--- config.mk ---
export PLATFORM = sky130hd
export DESIGN_NAME = spi_frame_sync_control
export DESIGN_NICKNAME = d
export VERILOG_FILES = /design/src/spi_fs_pkg.sv /design/src/edge_if.sv /design/src/spi_frame_sync_control.sv /design/src/pin_edge_sync.sv
export VERILOG_INCLUDE_DIRS = /design/src
export SDC_FILE = /design/constraint.sdc
export NUM_CORES = 1
export LEC_CHECK = 0
export BUFFER_PORTS_ARGS = -buffer_cell sky130_fd_sc_hd__buf_4
export CELL_PAD_IN_SITES_DETAIL_PLACEMENT = 0
export CELL_PAD_IN_SITES_GLOBAL_PLACEMENT = 1
export CORE_MARGIN = 2
export CORE_UTILIZATION = 51
export DETAILED_ROUTE_END_ITERATION = 8
export GPL_TIMING_DRIVEN = 1
export PLACE_DENSITY = 0.93
export SLEW_MARGIN = 30
export SYNTH_ARGS = -nofsm -noshare
export SYNTH_HDL_FRONTEND = slang
export SYNTH_SLANG_ARGS = --single-unit
--- constraint.sdc ---
create_clock -name sys_clk -period 7.2 [get_ports sys_clk]
set_clock_uncertainty 0.2 [all_clocks]
set_input_delay 2.16 -clock sys_clk [delete_from_list [all_inputs] [get_ports sys_clk]]
set_output_delay 2.16 -clock sys_clk [all_outputs]
set_load 0.02 [all_outputs]
--- src/spi_fs_params.svh ---
/*
  Offsets, bit positions, masks and reset values of the framed serial port.
  Assumes byte addressing on the register bus, one word per register.
*/
`ifndef SPI_FS_PARAMS_SVH
`define SPI_FS_PARAMS_SVH

`define OFS_CTRL      16'h8100
`define OFS_STAT      16'h8110
`define OFS_DATA      16'h8120
`define OFS_BAUD      16'h8130
`define OFS_CTRL2     16'h8140
`define OFS_IRQ_STAT  16'h8150
`define OFS_IRQ_MASK  16'h8160

`define B_FRAMED      31
`define B_FS_DIR      30
`define B_FS_POL      29
`define B_AUTO_SEL    28
`define B_FS_WIDE     27
`define B_FCNT_LO     24
`define B_EDGE_SEL    17
`define B_ON          15
`define B_SDO_OFF     12
`define B_MODE32      11
`define B_MODE16      10
`define B_CKE         8
`define B_SSEN        7
`define B_CKP         6
`define B_MASTER      5
`define B_AUDIO       7

`define S_RBF         0
`define S_TBE         3
`define S_ROV         6
`define S_BUSY        11

`define CTRL_MASK     32'hFF83BFFF
`define CTRL_LOCK     32'h00810000
`define CTRL2_MASK    32'h00009F8B
`define BAUD_MASK     32'h00001FFF
`define IRQ_BITS      32'h00000003
`define CTRL_RESET    32'h00000000
`define STAT_RESET    32'h00000008

`endif

--- src/spi_fs_pkg.sv ---
/*
  Types of the framed serial port.
  Assumes nothing of its surroundings.
*/
package spi_fs_pkg;

  typedef enum logic [1:0] {
    ST_IDLE = 2'b00,
    ST_PRE  = 2'b01,
    ST_XFER = 2'b10
  } xfer_state_t;

  typedef enum logic [1:0] {
    OP_WRITE = 2'b00,
    OP_CLR   = 2'b01,
    OP_SET   = 2'b10,
    OP_INV   = 2'b11
  } alias_op_t;

endpackage : spi_fs_pkg

--- src/edge_if.sv ---
/*
  Pin levels in, synchronised levels and edges out.
  Assumes both ends run on sys_clk.
*/
`timescale 1ns/1ps
interface edge_if #(parameter int W = 3);
  logic [W-1:0] raw;
  logic [W-1:0] lvl;
  logic [W-1:0] rise;
  logic [W-1:0] fall;
  modport src (input raw, output lvl, rise, fall);
  modport dst (output raw, input lvl, rise, fall);
endinterface : edge_if

--- src/spi_frame_sync_control.sv ---
/*
  Framed serial port: register bank on Avalon-MM, bit engine, frame sync.
  Assumes pins arrive asynchronously and sck_in is slow against sys_clk.
*/
// Our own choice: the Avalon-MM interface to the registers.
// Behaviour
// - Framed enable turns select pin into sync
// - Direction bit: sync input or driven output
// - Polarity bit picks active-high or low pulse
// - Auto-select drives select pin while master busy
// - Width bit: one character or one bit
// - Pulse every 1 to 32 characters
// - Clock source, deep buffer locked while on
// - Clock edge bit ignored when framed
// - Audio mode forces idle polarity high
// - Clear, set, invert aliases at 4/8/C
// - Unimplemented bits read zero, ignore writes
// - Edge bit: pulse with first bit, or before it in master mode only
// - Enable bit runs or halts the port
`timescale 1ns/1ps
`include "spi_fs_params.svh"
module spi_frame_sync_control
  import spi_fs_pkg::*;
(
  input  wire logic        sys_clk,
  input  wire logic        srst,
  input  wire logic        ce,
  input  wire logic [15:0] avs_address,
  input  wire logic        avs_read,
  input  wire logic        avs_write,
  input  wire logic [31:0] avs_writedata,
  input  wire logic [3:0]  avs_byteenable,
  output logic      [31:0] avs_readdata,
  output logic             avs_waitrequest,
  input  wire logic        sck_in,
  output logic             sck_out,
  output logic             sck_oe,
  input  wire logic        ss_in,
  output logic             ss_out,
  output logic             ss_oe,
  input  wire logic        sdi,
  output logic             sdo,
  output logic             sdo_oe,
  output logic             irq
);
  logic [31:0] ctrl_q, baud_q, ctrl2_q, tx_q, rx_q;
  logic [31:0] irq_stat_q, irq_mask_q, tx_sh_q, rx_sh_q;
  logic        ack_q, tx_full_q, rbf_q, rov_q;
  logic        sck_lvl_q, ss_out_q, ss_oe_q;
  logic [12:0] hp_q;
  logic [6:0]  hcnt_q;
  logic [5:0]  bitn_q, char_cnt_q;
  xfer_state_t st_q;

  edge_if #(.W(3)) pins ();
  assign pins.raw = {sdi, ss_in, sck_in};
  pin_edge_sync u_sync (
    .sys_clk (sys_clk),
    .srst    (srst),
    .ce      (ce),
    .e       (pins)
  );

  // Bus handshake: one wait cycle per access
  assign avs_waitrequest = (avs_read | avs_write) & ~ack_q;
  wire       wr_take = avs_write & ack_q & ce;
  wire       rd_take = avs_read & ack_q & ce;
  wire       on_reg  = ({avs_address[15:4], 4'h0} == `OFS_CTRL);
  wire       on_stat = ({avs_address[15:4], 4'h0} == `OFS_STAT);
  wire       on_baud = ({avs_address[15:4], 4'h0} == `OFS_BAUD);
  wire       on_c2   = ({avs_address[15:4], 4'h0} == `OFS_CTRL2);
  wire       on_ist  = ({avs_address[15:4], 4'h0} == `OFS_IRQ_STAT);
  wire       on_imsk = ({avs_address[15:4], 4'h0} == `OFS_IRQ_MASK);
  wire       on_data = (avs_address == `OFS_DATA);
  alias_op_t op;
  assign op = alias_op_t'(avs_address[3:2]);

  wire [31:0] be = {{8{avs_byteenable[3]}}, {8{avs_byteenable[2]}},
                    {8{avs_byteenable[1]}}, {8{avs_byteenable[0]}}};

  function automatic logic [31:0] alias_apply(
    input logic [31:0] old,
    input logic [31:0] wd,
    input alias_op_t   o
  );
    case (o)
      OP_CLR:  alias_apply = old & ~wd;
      OP_SET:  alias_apply = old | wd;
      OP_INV:  alias_apply = old ^ wd;
      default: alias_apply = wd;
    endcase
  endfunction : alias_apply

  function automatic logic [31:0] merge(
    input logic [31:0] old,
    input logic [31:0] m
  );
    merge = (old & ~m) | (alias_apply(old, avs_writedata, op) & m);
  endfunction : merge

  wire on      = ctrl_q[`B_ON];
  wire master  = ctrl_q[`B_MASTER];
  wire framed  = ctrl_q[`B_FRAMED];
  wire fs_dir  = ctrl_q[`B_FS_DIR];
  wire fs_pol  = ctrl_q[`B_FS_POL];
  wire fs_wide = ctrl_q[`B_FS_WIDE];
  wire [2:0] fcnt = ctrl_q[`B_FCNT_LO +: 3];
  wire edge_sel = ctrl_q[`B_EDGE_SEL];
  wire audio_protocol_enable   = ctrl2_q[`B_AUDIO];
  // idle polarity forced in audio mode
  wire ckp_eff = ctrl_q[`B_CKP] | audio_protocol_enable;
  // clock edge bit ignored when framed
  wire cke_eff = ctrl_q[`B_CKE] & ~framed;
  wire busy    = (st_q != ST_IDLE);

  wire [31:0] ctrl_wm = be & `CTRL_MASK & ~(on ? `CTRL_LOCK : 32'h0);

  always_ff @(posedge sys_clk) begin
    if (srst) begin
      ctrl_q     <= `CTRL_RESET;
      baud_q     <= 32'h0;
      ctrl2_q    <= 32'h0;
      irq_mask_q <= 32'h0;
    end else if (wr_take) begin
      if (on_reg)  ctrl_q     <= merge(ctrl_q, ctrl_wm);
      if (on_baud) baud_q     <= merge(baud_q, be & `BAUD_MASK);
      if (on_c2)   ctrl2_q    <= merge(ctrl2_q, be & `CTRL2_MASK);
      if (on_imsk) irq_mask_q <= merge(irq_mask_q, be & `IRQ_BITS);
    end
  end

  wire [31:0] stat_rd = ({31'h0, rbf_q} << `S_RBF) | ({31'h0, ~tx_full_q} << `S_TBE)
                      | ({31'h0, rov_q} << `S_ROV) | ({31'h0, busy} << `S_BUSY);

  always_ff @(posedge sys_clk) begin
    if (srst) begin
      ack_q <= 1'b0;
    end else if (ce) begin
      ack_q <= (avs_read | avs_write) & ~ack_q;
    end
  end

  always_ff @(posedge sys_clk) begin
    if (srst) begin
      avs_readdata <= 32'h0;
    end else if (ce & avs_read & ~ack_q) begin
      if (on_reg)       avs_readdata <= ctrl_q;
      else if (on_stat) avs_readdata <= stat_rd;
      else if (on_data) avs_readdata <= rx_q;
      else if (on_baud) avs_readdata <= baud_q;
      else if (on_c2)   avs_readdata <= ctrl2_q;
      else if (on_ist)  avs_readdata <= irq_stat_q;
      else if (on_imsk) avs_readdata <= irq_mask_q;
      else              avs_readdata <= 32'h0;
    end
  end

  // Character length and frame period
  wire [5:0] nbits = ctrl_q[`B_MODE32] ? 6'd32 : (ctrl_q[`B_MODE16] ? 6'd16 : 6'd8);
  logic [31:0] nmask;
  always_comb begin
    case (nbits)
      6'd8:    nmask = 32'h000000FF;
      6'd16:   nmask = 32'h0000FFFF;
      default: nmask = 32'hFFFFFFFF;
    endcase
  end
  // reserved codes act as every character
  wire [5:0] frame_len = (fcnt > 3'h5) ? 6'h1 : 6'(6'h1 << fcnt);

  // Event sources
  wire tick    = (hp_q == baud_q[12:0]);
  wire m_run   = master & (st_q == ST_XFER) & tick;
  wire m_lead  = m_run & (sck_lvl_q == ckp_eff);
  wire m_trail = m_run & (sck_lvl_q != ckp_eff);
  wire s_xfer  = ~master & (st_q == ST_XFER);
  wire s_lead  = s_xfer & (ckp_eff ? pins.fall[0] : pins.rise[0]);
  wire s_trail = s_xfer & (ckp_eff ? pins.rise[0] : pins.fall[0]);
  wire lead    = m_lead | s_lead;
  wire trail   = m_trail | s_trail;
  wire sample_ev = cke_eff ? lead : trail;
  wire shift_ev  = (cke_eff ? trail : lead) & (bitn_q != 6'h0);
  wire [31:0] rx_next = sample_ev ? {rx_sh_q[30:0], pins.lvl[2]} : rx_sh_q;
  wire m_done = m_trail & (hcnt_q == 7'({nbits, 1'b0} - 7'h1));
  wire s_done = ~master & sample_ev & (bitn_q == nbits - 6'h1);
  wire char_done = m_done | s_done;

  // select pin carries the sync when framed: input if the direction bit is set, else output
  wire fs_in_act = (pins.lvl[1] == fs_pol);
  wire fs_out_en = framed & ~fs_dir;
  wire slave_sel = ctrl_q[`B_SSEN] ? ~pins.lvl[1] : 1'b1;
  // input direction waits for the pulse
  wire m_go = master & tx_full_q & (~(framed & fs_dir) | fs_in_act);
  wire s_go = ~master & (framed ? (fs_dir ? fs_in_act : tx_full_q) : slave_sel);
  wire go   = on & (st_q == ST_IDLE) & (m_go | s_go);
  wire go_pre = master & fs_out_en & ~edge_sel & (char_cnt_q == 6'h0);

  always_ff @(posedge sys_clk) begin
    if (srst) begin
      st_q <= ST_IDLE;
    end else if (ce) begin
      case (st_q)
        ST_IDLE: if (go) st_q <= go_pre ? ST_PRE : ST_XFER;
        ST_PRE:  if (~on) st_q <= ST_IDLE;
                 else if (tick & hcnt_q[0]) st_q <= ST_XFER;
        ST_XFER: if (~on | char_done) st_q <= ST_IDLE;
                 else if (~master & ~framed & ~slave_sel) st_q <= ST_IDLE;
        default: st_q <= ST_IDLE;
      endcase
    end
  end

  // Bit clock divider and half-period counter
  always_ff @(posedge sys_clk) begin
    if (srst) begin
      hp_q      <= 13'h0;
      hcnt_q    <= 7'h0;
      sck_lvl_q <= 1'b0;
    end else if (ce) begin
      if (st_q == ST_IDLE) begin
        hp_q      <= 13'h0;
        hcnt_q    <= 7'h0;
        sck_lvl_q <= ckp_eff;
      end else begin
        hp_q <= tick ? 13'h0 : hp_q + 13'h1;
        if (tick) begin
          hcnt_q <= (st_q == ST_PRE & hcnt_q[0]) ? 7'h0 : hcnt_q + 7'h1;
          if (m_run) sck_lvl_q <= ~sck_lvl_q;
        end
      end
    end
  end

  // Shift path
  always_ff @(posedge sys_clk) begin
    if (srst) begin
      tx_sh_q <= 32'h0;
      rx_sh_q <= 32'h0;
      bitn_q  <= 6'h0;
    end else if (ce) begin
      if (go) begin
        tx_sh_q <= tx_q << (6'd32 - nbits);
        rx_sh_q <= 32'h0;
        bitn_q  <= 6'h0;
      end else begin
        rx_sh_q <= rx_next;
        if (sample_ev) bitn_q <= bitn_q + 6'h1;
        if (shift_ev) tx_sh_q <= tx_sh_q << 1;
      end
    end
  end

  // characters counted toward the next pulse
  always_ff @(posedge sys_clk) begin
    if (srst) begin
      char_cnt_q <= 6'h0;
    end else if (ce) begin
      if (~on | ~framed) char_cnt_q <= 6'h0;
      else if (char_done) char_cnt_q <= (char_cnt_q + 6'h1 >= frame_len) ? 6'h0 : char_cnt_q + 6'h1;
    end
  end

  wire data_wr = wr_take & on_data & (op == OP_WRITE);
  wire data_rd = rd_take & on_data & (op == OP_WRITE);
  wire rov_ev  = char_done & rbf_q & ~data_rd;
  wire stat_wr = wr_take & on_stat;
  wire [31:0] stat_upd = alias_apply({31'h0, rov_q} << `S_ROV, avs_writedata, op);

  // Buffers and flags; a set beats a clear
  always_ff @(posedge sys_clk) begin
    if (srst) begin
      tx_q      <= 32'h0;
      tx_full_q <= 1'b0;
      rx_q      <= 32'h0;
      rbf_q     <= 1'b0;
      rov_q     <= 1'b0;
    end else if (ce) begin
      if (data_wr) tx_q <= merge(tx_q, be);
      tx_full_q <= data_wr | (tx_full_q & ~go);
      if (char_done) rx_q <= rx_next & nmask;
      rbf_q <= char_done | (rbf_q & ~data_rd);
      rov_q <= rov_ev | (stat_wr ? stat_upd[`S_ROV] : rov_q);
    end
  end

  always_ff @(posedge sys_clk) begin
    if (srst) begin
      irq_stat_q <= 32'h0;
    end else if (ce) begin
      irq_stat_q <= ({30'h0, rov_ev, char_done})
                  | (irq_stat_q & ~((wr_take & on_ist & (op == OP_WRITE)) ? avs_writedata & be : 32'h0));
    end
  end
  assign irq = |(irq_stat_q & irq_mask_q);

  // width: whole character or one bit
  wire fs_act = fs_out_en & (char_cnt_q == 6'h0)
              & ((st_q == ST_PRE) | ((st_q == ST_XFER) & (fs_wide | (edge_sel & hcnt_q < 7'h2))));

  always_ff @(posedge sys_clk) begin
    if (srst) begin
      ss_out_q <= 1'b1;
      ss_oe_q  <= 1'b0;
    end else if (ce) begin
      if (framed) begin
        ss_oe_q  <= on & ~fs_dir;
        ss_out_q <= fs_act ? fs_pol : ~fs_pol;
      end else begin
        ss_oe_q  <= on & master & ctrl_q[`B_AUTO_SEL];
        ss_out_q <= busy ? fs_pol : ~fs_pol;
      end
    end
  end

  assign ss_out  = ss_out_q;
  assign ss_oe   = ss_oe_q;
  assign sck_out = sck_lvl_q;
  assign sck_oe  = on & master;
  assign sdo     = tx_sh_q[31];
  assign sdo_oe  = on & ~ctrl_q[`B_SDO_OFF] & (master | busy);
endmodule : spi_frame_sync_control

--- src/pin_edge_sync.sv ---
/*
  Two-flop synchroniser with edge detection for asynchronous pins.
  Assumes the pins are quiet longer than two sys_clk periods.
*/
`timescale 1ns/1ps
module pin_edge_sync (
  input wire logic sys_clk,
  input wire logic srst,
  input wire logic ce,
  edge_if.src      e
);
  logic [2:0] s1_q;
  logic [2:0] s2_q;
  logic [2:0] s3_q;

  always_ff @(posedge sys_clk) begin
    if (srst) begin
      s1_q <= 3'h0;
      s2_q <= 3'h0;
      s3_q <= 3'h0;
    end else if (ce) begin
      s1_q <= e.raw;
      s2_q <= s1_q;
      s3_q <= s2_q;
    end
  end

  assign e.lvl  = s2_q;
  assign e.rise = s2_q & ~s3_q;
  assign e.fall = ~s2_q & s3_q;
endmodule : pin_edge_sync

**Word level (Yosys, flattened, before mapping)**

Index checks and enable logic that the tools add are counted.

- Output and inout port bits: 40
- Logic and storage cells: 290
- Flip-flop bits (word level): 368
- Input port bits: 60

- Order comparisons: 3
- Bitwise gates (word level): 137
- Add/subtract/negate cells: 7
- Shift-type cells: 2
- Reductions and logical operators: 23
- Equality and inequality tests: 23
- Mux-type cells: 70

Operator list:

| cell | count |
|---|---|
| 32-bit 2-to-1 mux | 27 |
| 32-bit bitwise AND | 17 |
| 32-bit case mux with 3 select lines | 5 |
| 32-bit bitwise OR | 10 |
| 32-bit bitwise XOR | 5 |
| 32-bit inverter | 4 |
| 12-bit == test (second input constant) | 6 |
| 32-bit case mux with 2 select lines | 1 |
| 1-bit bitwise AND | 55 |
| 6-bit 2-to-1 mux | 7 |
| 32-bit by 13-bit bitwise AND with 32-bit output | 1 |
| 32-bit by 16-bit bitwise AND with 32-bit output | 1 |
| 32-bit by 2-bit bitwise AND with 32-bit output | 1 |
| 13-bit inverter with 32-bit output | 1 |
| 16-bit inverter with 32-bit output | 1 |
| 2-bit inverter with 32-bit output | 1 |
| 24-bit inverter with 32-bit output | 1 |
| 2-bit by 32-bit bitwise OR with 32-bit output | 1 |
| 32-bit OR reduction | 1 |
| 32-bit by 6-bit left shift with 32-bit output | 1 |
| 13-bit 2-to-1 mux | 2 |
| 24-bit 2-to-1 mux | 1 |
| 7-bit 2-to-1 mux | 3 |
| 7-bit case mux with 3 select lines | 1 |
| other kinds (42) | 111 |

**Longest topological paths before layout**

- Depth after elaboration: 12
- Mapped depth: 13
- Gate-level depth less buffers: 11

**By module**

Synthesis repeated with hierarchy kept, for this count alone.

- Cells, all modules: 2109
- Area total of the unflattened synthesis: 17848.4 µm²

Modules (own cells, without submodules):

| module | seq. area each (µm²) | area an instance (µm²) | times used | cells an instance |
|---|---|---|---|---|
| spi_frame_sync_control | 5685.5 | 17488.0 | 1 | 2074 |
| pin_edge_sync | 180.2 | 360.3 | 1 | 35 |

**Least setup slack after synthesis**

Ideal clock, no wire load.

- Path type: input -> output
- From: in avs_write
- To: out avs_waitrequest
- Data required time: 4.840 ns
- Arrival time: 2.495 ns
- Slack: 2.345 ns
- Stages on the path: 2
- Buffers on the path: 0
- Cells stage by stage: nor2_1 nor2_1

- Word-level cells in the longest chain between the ends: 2

RTL lines:

| item | line | RTL |
|---|---|---|
| start, declared | spi_frame_sync_control.sv:30 | `input wire logic avs_write,` |
| 1-bit bitwise OR | spi_frame_sync_control.sv:65 | `assign avs_waitrequest = (avs_read \| avs_write) & ~ack_q;` |
| 1-bit bitwise AND | spi_frame_sync_control.sv:65 |  |
| end, declared | spi_frame_sync_control.sv:34 | `output logic avs_waitrequest,` |

No other way between the ends.

**Final worst setup path**

- From: in avs_read
- To: out avs_waitrequest

- Word-level cells in the longest chain between the ends: 2

RTL lines:

| item | line | RTL |
|---|---|---|
| start, declared | spi_frame_sync_control.sv:29 | `input wire logic avs_read,` |
| 1-bit bitwise OR | spi_frame_sync_control.sv:65 |  |
| 1-bit bitwise AND | spi_frame_sync_control.sv:65 |  |

No other way between the ends.

==> qor.csv <==
stage,metric,value,unit
cells_and_area,final_net_count,2291,
sta,max_freq,201,MHz
floorplan,die_area,36000,µm²
clock_tree,clk_path_buf_depth,3,
sta,fin_ws,2.24,ns
floorplan,fp-row-count,68,
job,max_cap_viol,0,
grt,wire_length_of_the_first_global_routing_pass,78.5,mm
grt,grt_start_max_net_pins,125,
synth,postSynthNetCount,2281,
hold_path,hold_path.class,register to register,
sta,setup_violations,0,
sta,maxSlewHeadroom,0.404,
placement,dp_hpwl,35.0,mm
placement,gp_congestion,0.905,
routing,post-route-drc-count,0,
routing,postRouteAntennaNets,0,
sta,finalSetupTns,0,ns
synth,synth_area_per_cell,8.62,µm²
synth,yosys_most_used_dff,sky130_fd_sc_hd__dfxtp_1,
synth,synth.cell_area,17600,µm²
setup_path,timing.critical_path.required,4.84,ns
setup_path,worst-endpoint-arrival,2.60,ns
clock_tree,clk_latency,0.53,ns
setup_path,path_cells,buf_4 -> nor2_1 -> nor2_1 -> buf_4,
setup_path,critical_path.slowest_cell,sky130_fd_sc_hd__buf_4,
cells_and_area,mostFrequentLayoutCells,"sky130_fd_sc_hd__dfxtp_1, sky130_fd_sc_hd__nor2_1, sky130_fd_sc_hd__a211oi_1, sky130_fd_sc_hd__ha_1, sky130_fd_sc_hd__a21oi_1",
power_and_ir_drop,power.density,190,nW/µm²
floorplan,die-height,190,µm
sta,finalHoldViolations,0,
sta,rsz0062_at_grt,false,
setup_path,cp_max_fo,4,
setup_path,timing.critical_path.to_type,primary output,
clock_tree,tritoncts_buffers,34,
cells_and_area,area.growth.synth_to_final,11.8,%
power_and_ir_drop,cellLeakagePower,0.00747,µW
setup_path,critPathLaunchType,input pin,
grt,first_global_vias,14561,
clock_tree,cts.repair_timing.setup_buffer_count,0,
routing,dr.first_iter.drc_count,1268,
clock_tree,clk_pin_slew,0.06,ns
sta,timing_worst_slew_pin_value,0.891,ns
clock_tree,cts_sinks,291,
clock_tree,clock_tree.root_cell,sky130_fd_sc_hd__clkbuf_16,
sta,maxSlewViolCount,0,
grt,initial_antenna_violation_count,0,
floorplan,placeable_core_region,34300,µm²
grt,overflow_left_after_global_routing,0,
synth,seq_area_frac_synth,0.331,
cells_and_area,antenna_cells_inserted,0,
synth,synth_enable_flop_cells,0,
clock_tree,number_of_hold_buffers_added_after_cts,0,
clock_tree,tritoncts,done,
placement,dp_slack,1.78,ns
routing,routed_wire_length_per_instance,19.7,µm
clock_tree,cts-resized-gates,0,
synth,synth_cells,2040,
sta,post-route-period-util,0.689,
synth,synth-async-reset-ratio,0,
grt,combined_global_route_utilization_of_all_metal_layers,0.271,
synth,number_of_distinct_library_cell_variants_in_the_gate_level_netlist_after_synthesis,69,
cells_and_area,layout_commonest_cell,sky130_fd_sc_hd__dfxtp_1,
cells_and_area,n_fill_cell,3039,
hold_path,hold-path-cell-count,2,
floorplan,top_level_ports,100,
run_status,outcome,"complete, no violations",
placement,placement.io_buffers,99,
cells_and_area,layout_cell_share_with_drive_strength_beyond_1,0.141,
routing,firstDrtPassIters,6,
floorplan,die_x,190,µm
setup_path,worst_r2r_path_depth,12,
routing,totalWireLength,49.8,mm
sta,fin_crit,4.96,ns
floorplan,starting_utilization_of_the_core_area,0.513,
synth,synth-seq-cells,291,
setup_path,cp_peak_stage_delay,0.17,ns
routing,routed_via_density,6.08,
clock_tree,cts-htree-levels,2,
setup_path,worst-setup-path-type,input pin to primary output,
power_and_ir_drop,ir_drop,0.162,mV
synth,synth-warning-count,0,
routing,via_count_of_the_routed_design,15365,
## per-stage QoR
| step | power [µW] | std cells | util | hold WS [ns] | area, µm² |
|---|---|---|---|---|---|
| floorplan | 1870 | 2040 | - | 0.224 | 17600 |
| global placement | 1960 | 2469 | 0.540 | 0.238 | 18500 |
| detailed placement | 1970 | 2469 | 0.540 | 0.240 | 18500 |
| CTS | 3750 | 2529 | 0.573 | 0.252 | 19700 |
| global route | 3850 | 2529 | 0.574 | 0.270 | 19700 |
| finish | 3740 | 2529 | 0.574 | 0.253 | 19700 |
## logic make-up (layout without fill, tap and decap cells)
logic type | after synthesis | after routing | synth area share
adder cells (fa/ha/maj) | 181 | 181 | 0.129
buffers and inverters | 267 | 301 | 0.0601
AND/OR/NAND/NOR | 555 | 555 | 0.149
XOR/XNOR | 44 | 44 | 0.0227
flip-flops | 291 | 291 | 0.331
multiplexers | 140 | 140 | 0.0858
AO/OA/AOI/OAI | 562 | 562 | 0.223
## Yosys cell counts (all sizes together) (47+ instances only)
master | instances | area share
mux2 | 86 | 0.055
dfxtp | 291 | 0.33
a22o | 47 | 0.023
a211oi | 225 | 0.098
inv | 126 | 0.027
clkbuf | 109 | 0.023
nor3 | 52 | 0.016
nor2 | 263 | 0.059
ha | 181 | 0.13
mux2i | 54 | 0.031
a21oi | 172 | 0.050
nand2 | 87 | 0.019
## worst max-delay path: cells and delay by family
family	cells	cell delay, ns
buf+inv	2	0.30
simple gates	2	0.14
## where the power goes
| group | internal [µW] | switching, µW | total [µW] |
|---|---|---|---|
| combinational | 120 | 195 | 315 |
| clock | 1080 | 713 | 1790 |
| sequential | 1620 | 10.4 | 1630 |
| total | 2820 | 918 | 3740 |
## final timing paths
kind,startpoint,end,slack (ns)
worst max-delay path,avs_read,avs_waitrequest,2.24
worst min-delay path,irq_stat_q[28],irq_stat_q[28],0.25
worst max register to register,register,rx_q[26],2.54
worst min register to register,irq_stat_q[28],irq_stat_q[28],0.25
## metal layers
metal	up-vias	global-route usage	share of wire
li1	7384	-	-
met1	7337	0.356	0.44
met2	521	0.443	0.46
met3	123	0.0336	0.056
met4	0	0.128	0.046
met5	-	0	0
## area by class of cell
| type | count | area [µm²] | share of cell area |
|---|---|---|---|
| repair buffers | 115 | 891 | 0.0453 |
| multi-input cells | 1482 | 10800 | 0.547 |
| clock inverters | 10 | 150 | 0.00763 |
| clock buffers | 50 | 1000 | 0.0510 |
| well taps | 455 | 569 | 0.0289 |
| flip-flops and latches | 291 | 5830 | 0.296 |
| inverters | 126 | 473 | 0.0240 |
(Power assumes the default switching activity.)
